$ cat config.mk
export PLATFORM = sky130hd
export DESIGN_NAME = tbrc_ctrl
export DESIGN_NICKNAME = d
export VERILOG_FILES = /design/src/hdl/tbrc_pkg.sv /design/src/hdl/tbrc_ctrl.sv /design/src/hdl/tbrc_idle.sv
export SDC_FILE = /design/constraint.sdc
export NUM_CORES = 1
export LEC_CHECK = 0
export ABC_AREA = 1
export BUFFER_PORTS_ARGS = -buffer_cell sky130_fd_sc_hd__buf_2
export CORE_MARGIN = 4
export CORE_UTILIZATION = 60
export DETAILED_ROUTE_END_ITERATION = 6
export GPL_TIMING_DRIVEN = 0
export HOLD_SLACK_MARGIN = 0.15
export PLACE_DENSITY_LB_ADDON = 0.12
export SLEW_MARGIN = 15
export SYNTH_ARGS = -nofsm -noshare
export SYNTH_HDL_FRONTEND = slang
export SYNTH_SLANG_ARGS = --single-unit
$ cat constraint.sdc
create_clock -name i_clk -period 1.55 [get_ports i_clk]
set_clock_uncertainty 0.15 [all_clocks]
set_input_delay 0.2325 -clock i_clk [delete_from_list [all_inputs] [get_ports i_clk]]
set_output_delay 0.2325 -clock i_clk [all_outputs]
set_load 0.02 [all_outputs]
$ cat src/hdl/tbrc_pkg.sv
// Contract
// [RL1] device keeps drivers off until both supplies good and references settled
// [RL2] device accepts supplies in either order with identical power-good gating
// [RL3] low-side low turns on matching high-side pull-down to offset low
// [RL4] low-side release releases matching high-side pull-down
// [RL5] high-side low below 0.4 V turns on matching low-side pull-down
// [RL6] low-side pull-down only when high side below 0.4 V, not offset
// [RL7] after external high-side low, high-side pull-down held until low side rises
// [RL8] channel off when low-side supply too high against high-side supply
// [RL9] enable active high, pulled up internally, low isolates segments
// [RL10] controller changes enable only while both segments are idle; tbrc_ctrl also drops it when synced power good falls, busy or not
// [RL11] settle delay only after high-side supply rises, never on re-enable; tbrc_ctrl waits SETTLE_CYC whenever synced power good rises, either supply
// [RL12] system provides external pull-ups on every line of both segments
// [RL13] high-side devices pull lines to 0.4 V or lower for stretching
// [RL14] two independent channels, data and clock, same direction rules
// [RL15] chained repeaters join low side to next high side only
// [RL16] thresholds are synchronized digital inputs, pull-downs active-high controls
// [RL17] when not powered or disabled, all pull-downs off and state cleared
package tbrc_pkg;
	localparam int CLK_MHZ = 10;
	localparam int T_SETTLE_US = 400;
	localparam int SETTLE_CYC = T_SETTLE_US * CLK_MHZ;
	localparam int T_BUS_FREE_US = 50;
	localparam int BUS_FREE_CYC = T_BUS_FREE_US * CLK_MHZ;
	localparam int CNT_W = 12;
	localparam int NUM_SEG = 2;
	localparam logic RESET_EN = 1'h0;

	typedef enum logic [1:0] {
		ST_SETTLE = 2'b00,
		ST_OFF = 2'b01,
		ST_ON = 2'b10
	} tbrc_state_t;
endpackage

$ cat src/hdl/tbrc_ctrl.sv
`timescale 1ns/1ns
`default_nettype none
// drives the repeater enable pin; moves it only on an idle bus, or drops it at once when synced power good falls
module tbrc_ctrl #(
	parameter int SETTLE_CYC = tbrc_pkg::SETTLE_CYC,
	parameter int FREE_CYC = tbrc_pkg::BUS_FREE_CYC
) (
	input wire logic i_clk,
	input wire logic i_rst_b,
	input wire logic i_en_req,
	input wire logic i_power_good,
	input wire logic i_clock_line_low_side,
	input wire logic i_data_line_low_side,
	input wire logic i_clock_line_high_side,
	input wire logic i_data_line_high_side,
	output logic o_rep_en,
	output logic o_bus_idle,
	output logic o_ready
);
	tbrc_pkg::tbrc_state_t state;
	tbrc_pkg::tbrc_state_t next_state;
	logic [1:0] pg_sync;
	logic [tbrc_pkg::CNT_W-1:0] settle_cnt;
	logic settled;
	logic all_idle;
	logic [tbrc_pkg::NUM_SEG-1:0] seg_clk;
	logic [tbrc_pkg::NUM_SEG-1:0] seg_dat;
	logic [tbrc_pkg::NUM_SEG-1:0] seg_idle;
	logic [tbrc_pkg::CNT_W:0] pg_age;

	assign seg_clk = {i_clock_line_high_side, i_clock_line_low_side}; // RL13
	assign seg_dat = {i_data_line_high_side, i_data_line_low_side}; // RL15

	// one watcher per segment
	genvar g;
	generate
		for (g = 0; g < tbrc_pkg::NUM_SEG; g++) begin : g_seg
			tbrc_idle #(
				.FREE_CYC(FREE_CYC)
			) u_idle (
				.i_clk(i_clk),
				.i_rst_b(i_rst_b),
				.i_clock_line(seg_clk[g]),
				.i_data_line(seg_dat[g]),
				.o_idle(seg_idle[g])
			);
		end
	endgenerate

	assign all_idle = &seg_idle;

	always_ff @(posedge i_clk or negedge i_rst_b) begin
		if (!i_rst_b) begin
			pg_sync <= 2'h0;
		end else begin
			pg_sync <= {pg_sync[0], i_power_good};
		end
	end

	// wait for the repeater references after power comes up
	always_ff @(posedge i_clk or negedge i_rst_b) begin
		if (!i_rst_b) begin
			settle_cnt <= '0;
		end else if (!pg_sync[1]) begin
			settle_cnt <= '0;
		end else if (!settled) begin
			settle_cnt <= settle_cnt + 1'b1; // RL11
		end
	end

	assign settled = settle_cnt == tbrc_pkg::CNT_W'(SETTLE_CYC);

	always_comb begin
		next_state = state;
		case (state)
			tbrc_pkg::ST_SETTLE: begin
				if (settled && pg_sync[1]) begin
					next_state = tbrc_pkg::ST_OFF;
				end
			end
			tbrc_pkg::ST_OFF: begin
				if (!pg_sync[1]) begin
					next_state = tbrc_pkg::ST_SETTLE;
				end else if (i_en_req && all_idle) begin
					next_state = tbrc_pkg::ST_ON; // RL10
				end
			end
			tbrc_pkg::ST_ON: begin
				if (!pg_sync[1]) begin
					next_state = tbrc_pkg::ST_SETTLE;
				end else if (!i_en_req && all_idle) begin
					next_state = tbrc_pkg::ST_OFF; // RL10
				end
			end
			default: begin
				next_state = tbrc_pkg::ST_SETTLE;
			end
		endcase
	end

	always_ff @(posedge i_clk or negedge i_rst_b) begin
		if (!i_rst_b) begin
			state <= tbrc_pkg::ST_SETTLE;
		end else begin
			state <= next_state;
		end
	end

	always_ff @(posedge i_clk or negedge i_rst_b) begin
		if (!i_rst_b) begin
			o_rep_en <= tbrc_pkg::RESET_EN;
		end else begin
			o_rep_en <= next_state == tbrc_pkg::ST_ON; // RL9
		end
	end

	always_ff @(posedge i_clk or negedge i_rst_b) begin
		if (!i_rst_b) begin
			o_bus_idle <= 1'h0;
			o_ready <= 1'h0;
		end else begin
			o_bus_idle <= all_idle;
			o_ready <= next_state != tbrc_pkg::ST_SETTLE;
		end
	end

	property p_en_idle;
		@(posedge i_clk) disable iff (!i_rst_b)
		(pg_sync[1] && $changed(o_rep_en)) |-> $past(all_idle);
	endproperty
	a_en_idle: assert property (p_en_idle) else $error("enable moved on a busy bus"); // RL10

	property p_en_settled;
		@(posedge i_clk) disable iff (!i_rst_b)
		!settled |=> !o_rep_en;
	endproperty
	a_en_settled: assert property (p_en_settled) else $error("enable before settle"); // RL11

	property p_en_on;
		@(posedge i_clk) disable iff (!i_rst_b)
		(state == tbrc_pkg::ST_OFF && pg_sync[1] && i_en_req && all_idle) |=> o_rep_en;
	endproperty
	a_en_on: assert property (p_en_on) else $error("enable not raised on idle request"); // RL10

	property p_en_hold;
		@(posedge i_clk) disable iff (!i_rst_b)
		(o_rep_en && pg_sync[1] && !all_idle) |=> o_rep_en;
	endproperty
	a_en_hold: assert property (p_en_hold) else $error("enable dropped mid transfer"); // RL10

	property p_pg_off;
		@(posedge i_clk) disable iff (!i_rst_b)
		!pg_sync[1] |=> !o_rep_en ##1 !o_ready;
	endproperty
	a_pg_off: assert property (p_pg_off) else $error("enable kept without power"); // RL11

	// age of synced power good, checked against ready and enable
	always_ff @(posedge i_clk or negedge i_rst_b) begin
		if (!i_rst_b) begin
			pg_age <= '0;
		end else if (!pg_sync[1]) begin
			pg_age <= '0;
		end else if (!pg_age[tbrc_pkg::CNT_W]) begin
			pg_age <= pg_age + 1'b1;
		end
	end

	property p_idle_out;
		@(posedge i_clk) disable iff (!i_rst_b)
		o_bus_idle == $past(all_idle);
	endproperty
	a_idle_out: assert property (p_idle_out) else $error("idle output lags"); // RL10

	property p_en_keep_off;
		@(posedge i_clk) disable iff (!i_rst_b)
		(!o_rep_en && !all_idle) |=> !o_rep_en;
	endproperty
	a_en_keep_off: assert property (p_en_keep_off) else $error("enable on busy bus"); // RL10

	property p_en_drop;
		@(posedge i_clk) disable iff (!i_rst_b)
		(!i_en_req && all_idle && pg_sync[1]) |=> !o_rep_en;
	endproperty
	a_en_drop: assert property (p_en_drop) else $error("enable kept on idle drop"); // RL10

	property p_ready_off;
		@(posedge i_clk) disable iff (!i_rst_b)
		(state == tbrc_pkg::ST_SETTLE && !settled) |=> !o_ready;
	endproperty
	a_ready_off: assert property (p_ready_off) else $error("ready during settle"); // RL11

	property p_ready_rose;
		@(posedge i_clk) disable iff (!i_rst_b)
		$rose(o_ready) |-> settled;
	endproperty
	a_ready_rose: assert property (p_ready_rose) else $error("ready without settle"); // RL11

	property p_ready_keep;
		@(posedge i_clk) disable iff (!i_rst_b)
		(o_ready && pg_sync[1]) |=> o_ready;
	endproperty
	a_ready_keep: assert property (p_ready_keep) else $error("ready lost while powered"); // RL11

	property p_ready_pg;
		@(posedge i_clk) disable iff (!i_rst_b)
		!pg_sync[1] |=> !o_ready;
	endproperty
	a_ready_pg: assert property (p_ready_pg) else $error("ready kept without power"); // RL11

	property p_pg_settle;
		@(posedge i_clk) disable iff (!i_rst_b)
		!pg_sync[1] |=> state == tbrc_pkg::ST_SETTLE;
	endproperty
	a_pg_settle: assert property (p_pg_settle) else $error("no settle after power loss"); // RL11

	property p_ready_age;
		@(posedge i_clk) disable iff (!i_rst_b)
		o_ready |-> int'(pg_age) > SETTLE_CYC;
	endproperty
	a_ready_age: assert property (p_ready_age) else $error("ready before settle time"); // RL11

	property p_en_age;
		@(posedge i_clk) disable iff (!i_rst_b)
		o_rep_en |-> int'(pg_age) > SETTLE_CYC + 1;
	endproperty
	a_en_age: assert property (p_en_age) else $error("enable before settle time"); // RL11
endmodule
`default_nettype wire

$ cat src/hdl/tbrc_idle.sv
`timescale 1ns/1ns
`default_nettype none
// watches one bus segment, reports idle after stop or long free time
module tbrc_idle #(
	parameter int FREE_CYC = tbrc_pkg::BUS_FREE_CYC
) (
	input wire logic i_clk,
	input wire logic i_rst_b,
	input wire logic i_clock_line,
	input wire logic i_data_line,
	output logic o_idle
);
	logic [1:0] clk_sync;
	logic [1:0] dat_sync;
	logic prev_clk;
	logic prev_dat;
	logic busy;
	logic [tbrc_pkg::CNT_W-1:0] free_cnt;
	logic start_seen;
	logic stop_seen;
	logic lines_high;

	always_ff @(posedge i_clk or negedge i_rst_b) begin
		if (!i_rst_b) begin
			clk_sync <= 2'h3;
			dat_sync <= 2'h3;
			prev_clk <= 1'h1;
			prev_dat <= 1'h1;
		end else begin
			clk_sync <= {clk_sync[0], i_clock_line};
			dat_sync <= {dat_sync[0], i_data_line};
			prev_clk <= clk_sync[1];
			prev_dat <= dat_sync[1];
		end
	end

	assign start_seen = clk_sync[1] && prev_clk && prev_dat && !dat_sync[1];
	assign stop_seen = clk_sync[1] && prev_clk && !prev_dat && dat_sync[1];
	assign lines_high = clk_sync[1] && dat_sync[1]; // RL12

	always_ff @(posedge i_clk or negedge i_rst_b) begin
		if (!i_rst_b) begin
			free_cnt <= '0;
		end else if (!lines_high) begin
			free_cnt <= '0;
		end else if (free_cnt != tbrc_pkg::CNT_W'(FREE_CYC)) begin
			free_cnt <= free_cnt + 1'b1;
		end
	end

	// start wins over a same-cycle free timeout
	always_ff @(posedge i_clk or negedge i_rst_b) begin
		if (!i_rst_b) begin
			busy <= 1'h1;
		end else if (start_seen || !lines_high) begin
			busy <= 1'h1;
		end else if (stop_seen || free_cnt == tbrc_pkg::CNT_W'(FREE_CYC)) begin
			busy <= 1'h0;
		end
	end

	assign o_idle = !busy;

	property p_stop_idle;
		@(posedge i_clk) disable iff (!i_rst_b)
		stop_seen |=> o_idle;
	endproperty
	a_stop_idle: assert property (p_stop_idle) else $error("segment not idle after stop"); // RL10

	property p_start_busy;
		@(posedge i_clk) disable iff (!i_rst_b)
		start_seen |=> !o_idle;
	endproperty
	a_start_busy: assert property (p_start_busy) else $error("segment idle after start"); // RL10

	property p_low_busy;
		@(posedge i_clk) disable iff (!i_rst_b)
		!lines_high |=> !o_idle;
	endproperty
	a_low_busy: assert property (p_low_busy) else $error("segment idle with a line low"); // RL10
endmodule
`default_nettype wire

== Word-level counts from Yosys, hierarchy flattened ==
Index checks and enable logic that the tools add are counted.
Word-level totals
  flip-flop bits (word level): 57
  bits of input ports: 8
  output and inout port bits: 3
  word-level logic and storage cells: 81
Cells by class
  add/subtract/negate cells: 3
  equality and inequality tests: 11
  muxes and demuxes: 16
  reductions and logical operators: 33
Operators with widths (count)
  $mux W12: 6
  $add A12 B1 Y12 const B: 3
  $eq A12 B9 Y1 const B: 2
  $ne A12 B9 Y1 const B: 2
  $logic_and A1 B1 Y1: 15
  $eq A12 B12 Y1 const B: 1
  $mux W2: 5
  $logic_not A1 Y1: 9
  $ne A2 B2 Y1 const B: 3
  $pmux W2 S3: 1
  $reduce_bool A2 Y1: 3
  $eq A2 B2 Y1 const B: 2
  $logic_or A1 B1 Y1: 4
  $mux W1: 4
  $eq A2 B1 Y1 const B: 1
  $logic_not A2 Y1: 1
  $reduce_and A2 Y1: 1

== Longest topological paths before layout ==
Gate-level depths: netlist of the first run.
  depth after elaboration: 7
  mapped depth: 8
  gate-level depth less buffers: 8

== By module ==
Synthesis of the first run repeated with hierarchy kept, for this count alone.
Second synthesis, totals
  cell total of the unflattened synthesis: 361
  area total of the unflattened synthesis: 2880.3 µm²
Modules (own cells, without submodules)
  tbrc_idle: times used 2, cells an instance 111, area an instance 927.1 µm²
  tbrc_ctrl: times used 1, cells an instance 139, area an instance 1026.0 µm²

== Worst setup path before layout of the first run ==
Ideal clock, no wire load.
  kind: reg-to-reg
  from: register g_seg[0].u_idle.free_cnt[0] in the netlist's numbering
  to: register g_seg[0].u_idle.free_cnt[3] in the netlist's numbering
  library setup time: 113 ps
  arrival: 1086 ps
  required time: 1287 ps
  slack: 202 ps
  cell stages (with the launch flop): 8
  buffers on the path: 0
  path through: dfrtp_1 inv_1 ha_1 nand3b_1 nor2_2 nand3_1 nand2_1 inv_1
On the way
  longest elaborated chain between the ends: 3
RTL lines
  from (decl): line tbrc_idle.sv:18  | logic [tbrc_pkg::CNT_W-1:0] free_cnt;
  from (signal assigned): line tbrc_idle.sv:47  | free_cnt <= free_cnt + 1'b1;
  $add A12 B1 Y12: line tbrc_idle.sv:47
  $mux W12: line tbrc_idle.sv:46  | end else if (free_cnt != tbrc_pkg::CNT_W'(FREE_CYC)) begin
  $mux W12: line tbrc_idle.sv:44  | end else if (!lines_high) begin
Parallel ways exist; a longest one is shown, timed or not. The select of a mux whose other input is x is not followed.
A chain may end at the register's enable or synchronous reset.

== Worst setup path after layout of the first run ==
  from: register g_seg[1].u_idle.free_cnt[0] in the netlist's numbering
  to: register g_seg[1].u_idle.free_cnt[0] in the netlist's numbering
On the way
  longest elaborated chain between the ends: 3
RTL lines (line)
  from (decl): tbrc_idle.sv:18
  from (signal assigned): tbrc_idle.sv:47
  $add A12 B1 Y12: tbrc_idle.sv:47
  $mux W12: tbrc_idle.sv:46
  $mux W12: tbrc_idle.sv:44
Parallel ways exist; a longest one is shown, timed or not. The select of a mux whose other input is x is not followed.

==> results of run 1 <==
## registers in the layout (all words and copies together), names as in the netlist, 2 cells and up
| register | flops |
|---|---|
| g_seg.u_idle.prev_clk | 2 |
| pg_sync | 2 |
| g_seg.u_idle.clk_sync | 4 |
| g_seg.u_idle.busy | 2 |
| g_seg.u_idle.dat_sync | 4 |
| g_seg.u_idle.free_cnt | 24 |
| g_seg.u_idle.prev_dat | 2 |
| settle_cnt | 12 |
| state | 2 |
## through the flow
stage | hold slack [ps] | total power (uW)
global placement | 188 | 1700
CTS | 206 | 3310
global route | 210 | 3420
floorplan | -213 | 1650
finish | 205 | 3280
detailed placement | 177 | 1710
## worst max-delay path, stage by stage (launching register included)
cell     delay, ps
dfrtp_1        430
inv_2          100
ha_1           200
nand2_1         70
nor2_1         120
nand3_2        120
nand3_1         90
nand2_1         50
## synth_stat cells (all sizes together), types with 4 or more instances
library cell / n
a21oi: 11
a31oi: 4
buf: 4
dfrtp: 43
dfstp: 14
ha: 6
inv: 45
nand2: 101
nand3: 34
nand4: 8
nor2: 69
o21ai: 10
## power by group
part	internal [uW]	leakage, uW	total (uW)	switching (uW)
logic	53.5	0.000768	142	88.7
clock network	986	0.000115	1580	595
registers	1530	0.000738	1560	22.3
total	2570	0.00162	3280	706
## cell families (layout without fill, tap and decap cells)
group | count (synthesis) | after routing | share of synthesized area
DFF | 57 | 57 | 0.508
AOI/OAI and AO/OA | 26 | 26 | 0.0485
adders and majority gates | 6 | 6 | 0.0264
xor gates and xnor gates | 1 | 1 | 0.00308
buffers and inverters | 50 | 84 | 0.0736
and+or+nand+nor | 217 | 217 | 0.340
## timing repair
item                       in CTS  in global routing
buffers inserted                0                  1
hold buffers                    7                  0
hold endpoints to repair       52                  0
setup endpoints to repair       0                 16
resized for setup               0                 10
## area by class of cell
class | instances | area (um^2) | area share
clock inverter | 5 | 77.6 | 0.0237
sequential | 57 | 1450 | 0.441
tap | 52 | 65.1 | 0.0198
timing repair buffer | 18 | 130 | 0.0397
multi-input combinational | 250 | 1200 | 0.365
buffer | 5 | 42.5 | 0.0130
inverter | 45 | 169 | 0.0515
clock buffer | 11 | 151 | 0.0462
## worst max path at each step
| stage | startpoint | end | cells past startpoint |
|---|---|---|---|
| after global placement | i_rst_b | g_seg[0].u_idle.free_cnt[11] | 1 |
| after detailed placement | g_seg[0].u_idle.free_cnt[0] | g_seg[0].u_idle.free_cnt[3] | 7 |
| final | g_seg[1].u_idle.free_cnt[0] | g_seg[1].u_idle.free_cnt[0] | 7 |
| after CTS | g_seg[0].u_idle.free_cnt[0] | g_seg[0].u_idle.free_cnt[3] | 7 |
| after global routing | g_seg[1].u_idle.free_cnt[0] | g_seg[1].u_idle.free_cnt[1] | 7 |
| after floorplan | g_seg[0].u_idle.free_cnt[0] | g_seg[0].u_idle.free_cnt[3] | 7 |
## layer usage
metal | global-route usage | vias to the layer above
li1 | - | 1181
met1 | 0.254 | 1077
met2 | 0.313 | 39
met3 | 0.0515 | 11
met4 | 0.120 | 0
met5 | 0 | -
==> out/qor.yml, run 1 <==
critPathMaxFanout: 4
layout_commonest_cell: "nand2_1"
setup_violations: 0
die_area_um2: 5900
synth_top_area_cell: "dfrtp_1"
place.gp.congestion: 0.847
initial_core_util: 0.635
wl_met2_mm: 2.59
min_path_type: "register to register"
async_flop_share: 1.00
holdPathStages: 0
layout-drive-gt1-share: 0.192
htree_levels: 3
layout_common_cells: "96 x nand2_1, 58 x nor2_1, 42 x dfrtp_1"
grt_max_degree: 58
synth-seq-area-share: 0.508
worst_slack_ps: 102
syn-num-nets: 371
cts_tree: "done"
port_buffers: 10
die_x_um: 76.8
postSynthCellCount: 357
crit_path_start_kind: "register"
irDropWorstVdd_mv: 0.939
reg2reg_slack_ps: 100
grt_pass1_wl_mm: 9.25
dp_slack_ps: 52.3
path_clk_slew_ps: 70
cts_num_sinks: 57
crit_type: "register to register"
ios: 11
min_period_ps: 1450
antenna_found_initial: 0
area_growth_pct: 15.4
yosysTopAreaCellShare: 0.379
slew_headroom: 0.533
cp-end-kind: "register"
syn_area_per_cell_um2: 7.96
wl_met1_mm: 2.49
yosys_warnings: 0
cap_violations: 0
ff2ff_path_depth: 7
outcome: "finished clean"
r2r_start: "g_seg[1].u_idle.free_cnt[0]"
postPlaceCellArea_um2: 2960
fp-row-count: 24
cts_root_buf: "clkbuf_8"
reg2reg_to: "g_seg[1].u_idle.free_cnt[0]"
synth-edff-count: 0
vias: 2308
finalCritPeriodShare: 0.934
arrival_ps: 1530
numCtsBuffers: 9
detail_route.wl_per_cell_um: 12.2
core_um2: 4470
final_nets: 400
fin_area_um2: 3280
drc: 0
clk-insertion-delay-late_ps: 340
max_freq_ghz: 0.691
maxSlewViolCount: 0
wl_met3_um: 195
netlist_area_um2: 2840
power_density_nw_per_um2: 1000
hpwl_mm: 3.57
ant_nets: 0
dp_cells: 419
die_h_um: 76.8
tns_ps: 0
ys_seq_elements: 57
synthFlopType: "dfrtp_1"
grt_use_total: 0.202
top_layer_used: "met4"
utilization: 0.733
num_antenna_cells: 0
fill_cells: 323
worst_pin_slew_ps: 701
finalHoldViolCount: 0
grt-ovfl-total: 0
worstHoldStart: "g_seg[1].u_idle.clk_sync[0]"
drt-pass1-iter-count: 4
avgViaCountPerCell: 5.21
drt_iter0_markers: 113
p_leak_uw: 0.00162
final_cells: 443
min_to: "g_seg[1].u_idle.clk_sync[1]"
ys_types: 25
synth_area_leaders: "dfrtp_1 38%, dfstp_2 13%, nand2_1 13%, nor2_1 7.8%, inv_1 5.8%"
clockBufferDepth: 2
worst_ep_required_time_ps: 1640
wl_mm: 5.40
grt_pass1_vias: 2104
(Power assumes the default switching activity.)
==> run 2: changes to the inputs <==
--- a/config.mk
+++ b/config.mk
@@ -13,6 +13,7 @@
 export GPL_TIMING_DRIVEN = 0
 export HOLD_SLACK_MARGIN = 0.15
 export PLACE_DENSITY_LB_ADDON = 0.12
+export REMOVE_ABC_BUFFERS = 1
 export SLEW_MARGIN = 15
 export SYNTH_ARGS = -nofsm -noshare
 export SYNTH_HDL_FRONTEND = slang
==> run 2 against run 1 <==
Effect of this change: flip-flop and latch count unchanged; highest routed layer unchanged; wire length decreased by 7.8%; global-route usage decreased by 1.6 points; register-to-register slack improved by 20 ps; worst hold slack got worse by 3.9 ps; largest cell class unchanged; final area decreased by 3.5%.
==> out/qor.yml, run 2 (synthesized netlist as in run 1, its figures left out) <==
grt_pass1_vias: 2040  # -3.0%
slowest_delay_ps: 410  # -20 ps
rsz0062_at_grt: "no"
grt_pass1_wl_mm: 8.83  # -4.5%
layout_common_cells: "96 x nand2_1, 58 x nor2_1, 41 x dfrtp_1"
crit_type: "register to register"
detail_route.wl_per_cell_um: 11.4  # -6.5%
irDropWorstVdd_mv: 0.646  # -31%
slew_headroom: 0.553  # +0.0201
final_nets: 394  # -1.5%
grt_max_degree: 58  # unchanged
arrival_ps: 1500  # -30 ps
hpwl_mm: 3.42  # -4.1%
drc: 0  # unchanged
cap_violations: 0  # unchanged
cp_cell_sequence: "inv_2, ha_1, nand3b_1, nor2_2, nand3_1, nand2_1, inv_1"
clockBufferDepth: 2  # unchanged
antenna_found_initial: 0  # unchanged
cp.buffers_inverters: 2  # +1
core_um2: 4470  # unchanged
clk-insertion-delay-late_ps: 320  # -20 ps
min_path_type: "register to register"
crit_path_start_kind: "register"
num_antenna_cells: 0  # unchanged
outcome: "finished clean"
worst_ep_required_time_ps: 1620  # -20 ps
finalCritPeriodShare: 0.920  # -0.0144
worst_slack_ps: 124  # +22.4 ps
grt_use_total: 0.186  # -0.0155
grt-ovfl-total: 0  # unchanged
reg2reg_slack_ps: 120  # +20 ps
critical_path.slowest_cell: "dfrtp_1"
power_density_nw_per_um2: 887  # -11%
min_period_ps: 1430  # -22.4 ps
top_regs: "g_seg.u_idle.free_cnt x24, settle_cnt x12"
regMostFlops: "g_seg.u_idle.free_cnt"
area_growth_pct: 11.4
critPathMaxFanout: 4  # unchanged
place.gp.congestion: 0.837  # -1.1%
critical-path-top-delay-family: "simple AND/OR/NAND/NOR gates"
fp-row-count: 24  # unchanged
max_freq_ghz: 0.701  # +1.6%
largest_reg_flops: 24  # unchanged
dp_slack_ps: 17.4  # -34.9 ps
port_buffers: 10  # unchanged
maxSlewViolCount: 0  # unchanged
finalHoldViolCount: 0  # unchanged
tns_ps: 0  # unchanged
postPlaceCellArea_um2: 2920  # -1.4%
ios: 11  # unchanged
die_area_um2: 5900  # unchanged
path_clk_slew_ps: 70  # about the same
ant_nets: 0  # unchanged
wl_mm: 4.98  # -7.8%
die_h_um: 76.8  # unchanged
vias: 2207  # -4.4%
cts_num_sinks: 57  # unchanged
cp-end-kind: "register"
layout_commonest_cell: "nand2_1"
avgViaCountPerCell: 5.05  # -3.1%
initial_core_util: 0.635  # unchanged
drt_iter0_markers: 90  # -20%
layout-drive-gt1-share: 0.177  # -0.0152
numCtsBuffers: 9  # unchanged
drt-pass1-iter-count: 4  # unchanged
cts_root_buf: "clkbuf_8"
setup_violations: 0  # unchanged
p_leak_uw: 0.00154  # -5.0%
worst_pin_slew_ps: 671  # -30.1 ps
cts_tree: "done"
htree_levels: 3  # unchanged
die_x_um: 76.8  # unchanged
fin_area_um2: 3160  # -3.5%
run 2: worst paths after layout:
| check | cells past startpoint | startpoint | to |
|---|---|---|---|
| setup / recovery | 7 | g_seg[0].u_idle.free_cnt[0] | g_seg[0].u_idle.free_cnt[3] |
| hold / removal | 0 | g_seg[0].u_idle.clk_sync[0] | g_seg[0].u_idle.clk_sync[1] |
| setup reg to reg | 7 | g_seg[0].u_idle.free_cnt[0] | g_seg[0].u_idle.free_cnt[3] |
| hold reg to reg | 0 | g_seg[0].u_idle.clk_sync[0] | g_seg[0].u_idle.clk_sync[1] |
| max in group asynchronous | 2 | i_rst_b | pg_sync[1] |
| min in group asynchronous | 2 | i_rst_b | settle_cnt[10] |
run 2: metrics by stage:
stage	hold slack (ps)	instances	total power (uW)	utilization
floorplan	-213	352	1640	-
global placement	188	414	1690	0.652
detailed placement	174	414	1700	0.652
CTS	202	437	2850	0.703
global route	205	437	2950	0.707
finish	201	437	2800	0.707
run 2: routing by layer:
layer | vias to the layer above | GRT usage | wire (um)
li1 | 1167 | - | -
met1 | 997 | 0.249 | 2460
met2 | 35 | 0.298 | 2270
met3 | 8 | 0.0316 | 172
met4 | 0 | 0.0815 | 72
met5 | - | 0 | 0
run 2: where the power goes:
part	leakage [uW]	total, uW	internal (uW)	switching [uW]
logic	0.000723	125	44.8	80.6
clock network	0.0000801	1120	572	545
registers	0.000737	1560	1530	27.3
run 2: what timing repair did:
action | in CTS | in global routing
endpoints found under the setup margin | 0 | 17
hold buffers | 7 | 0
resized for setup | 0 | 10
setup buffers | 0 | 0
endpoints found under the hold margin | 52 | 0
run 2: layout make-up:
class,count,area [um^2]
inverters,45,176
fillers,356,1310
clock inverters,4,22.5
repair buffers,17,123
multi-input cells,250,1190
clock buffers,12,135
well taps,52,65.1
flip-flops and latches,57,1450
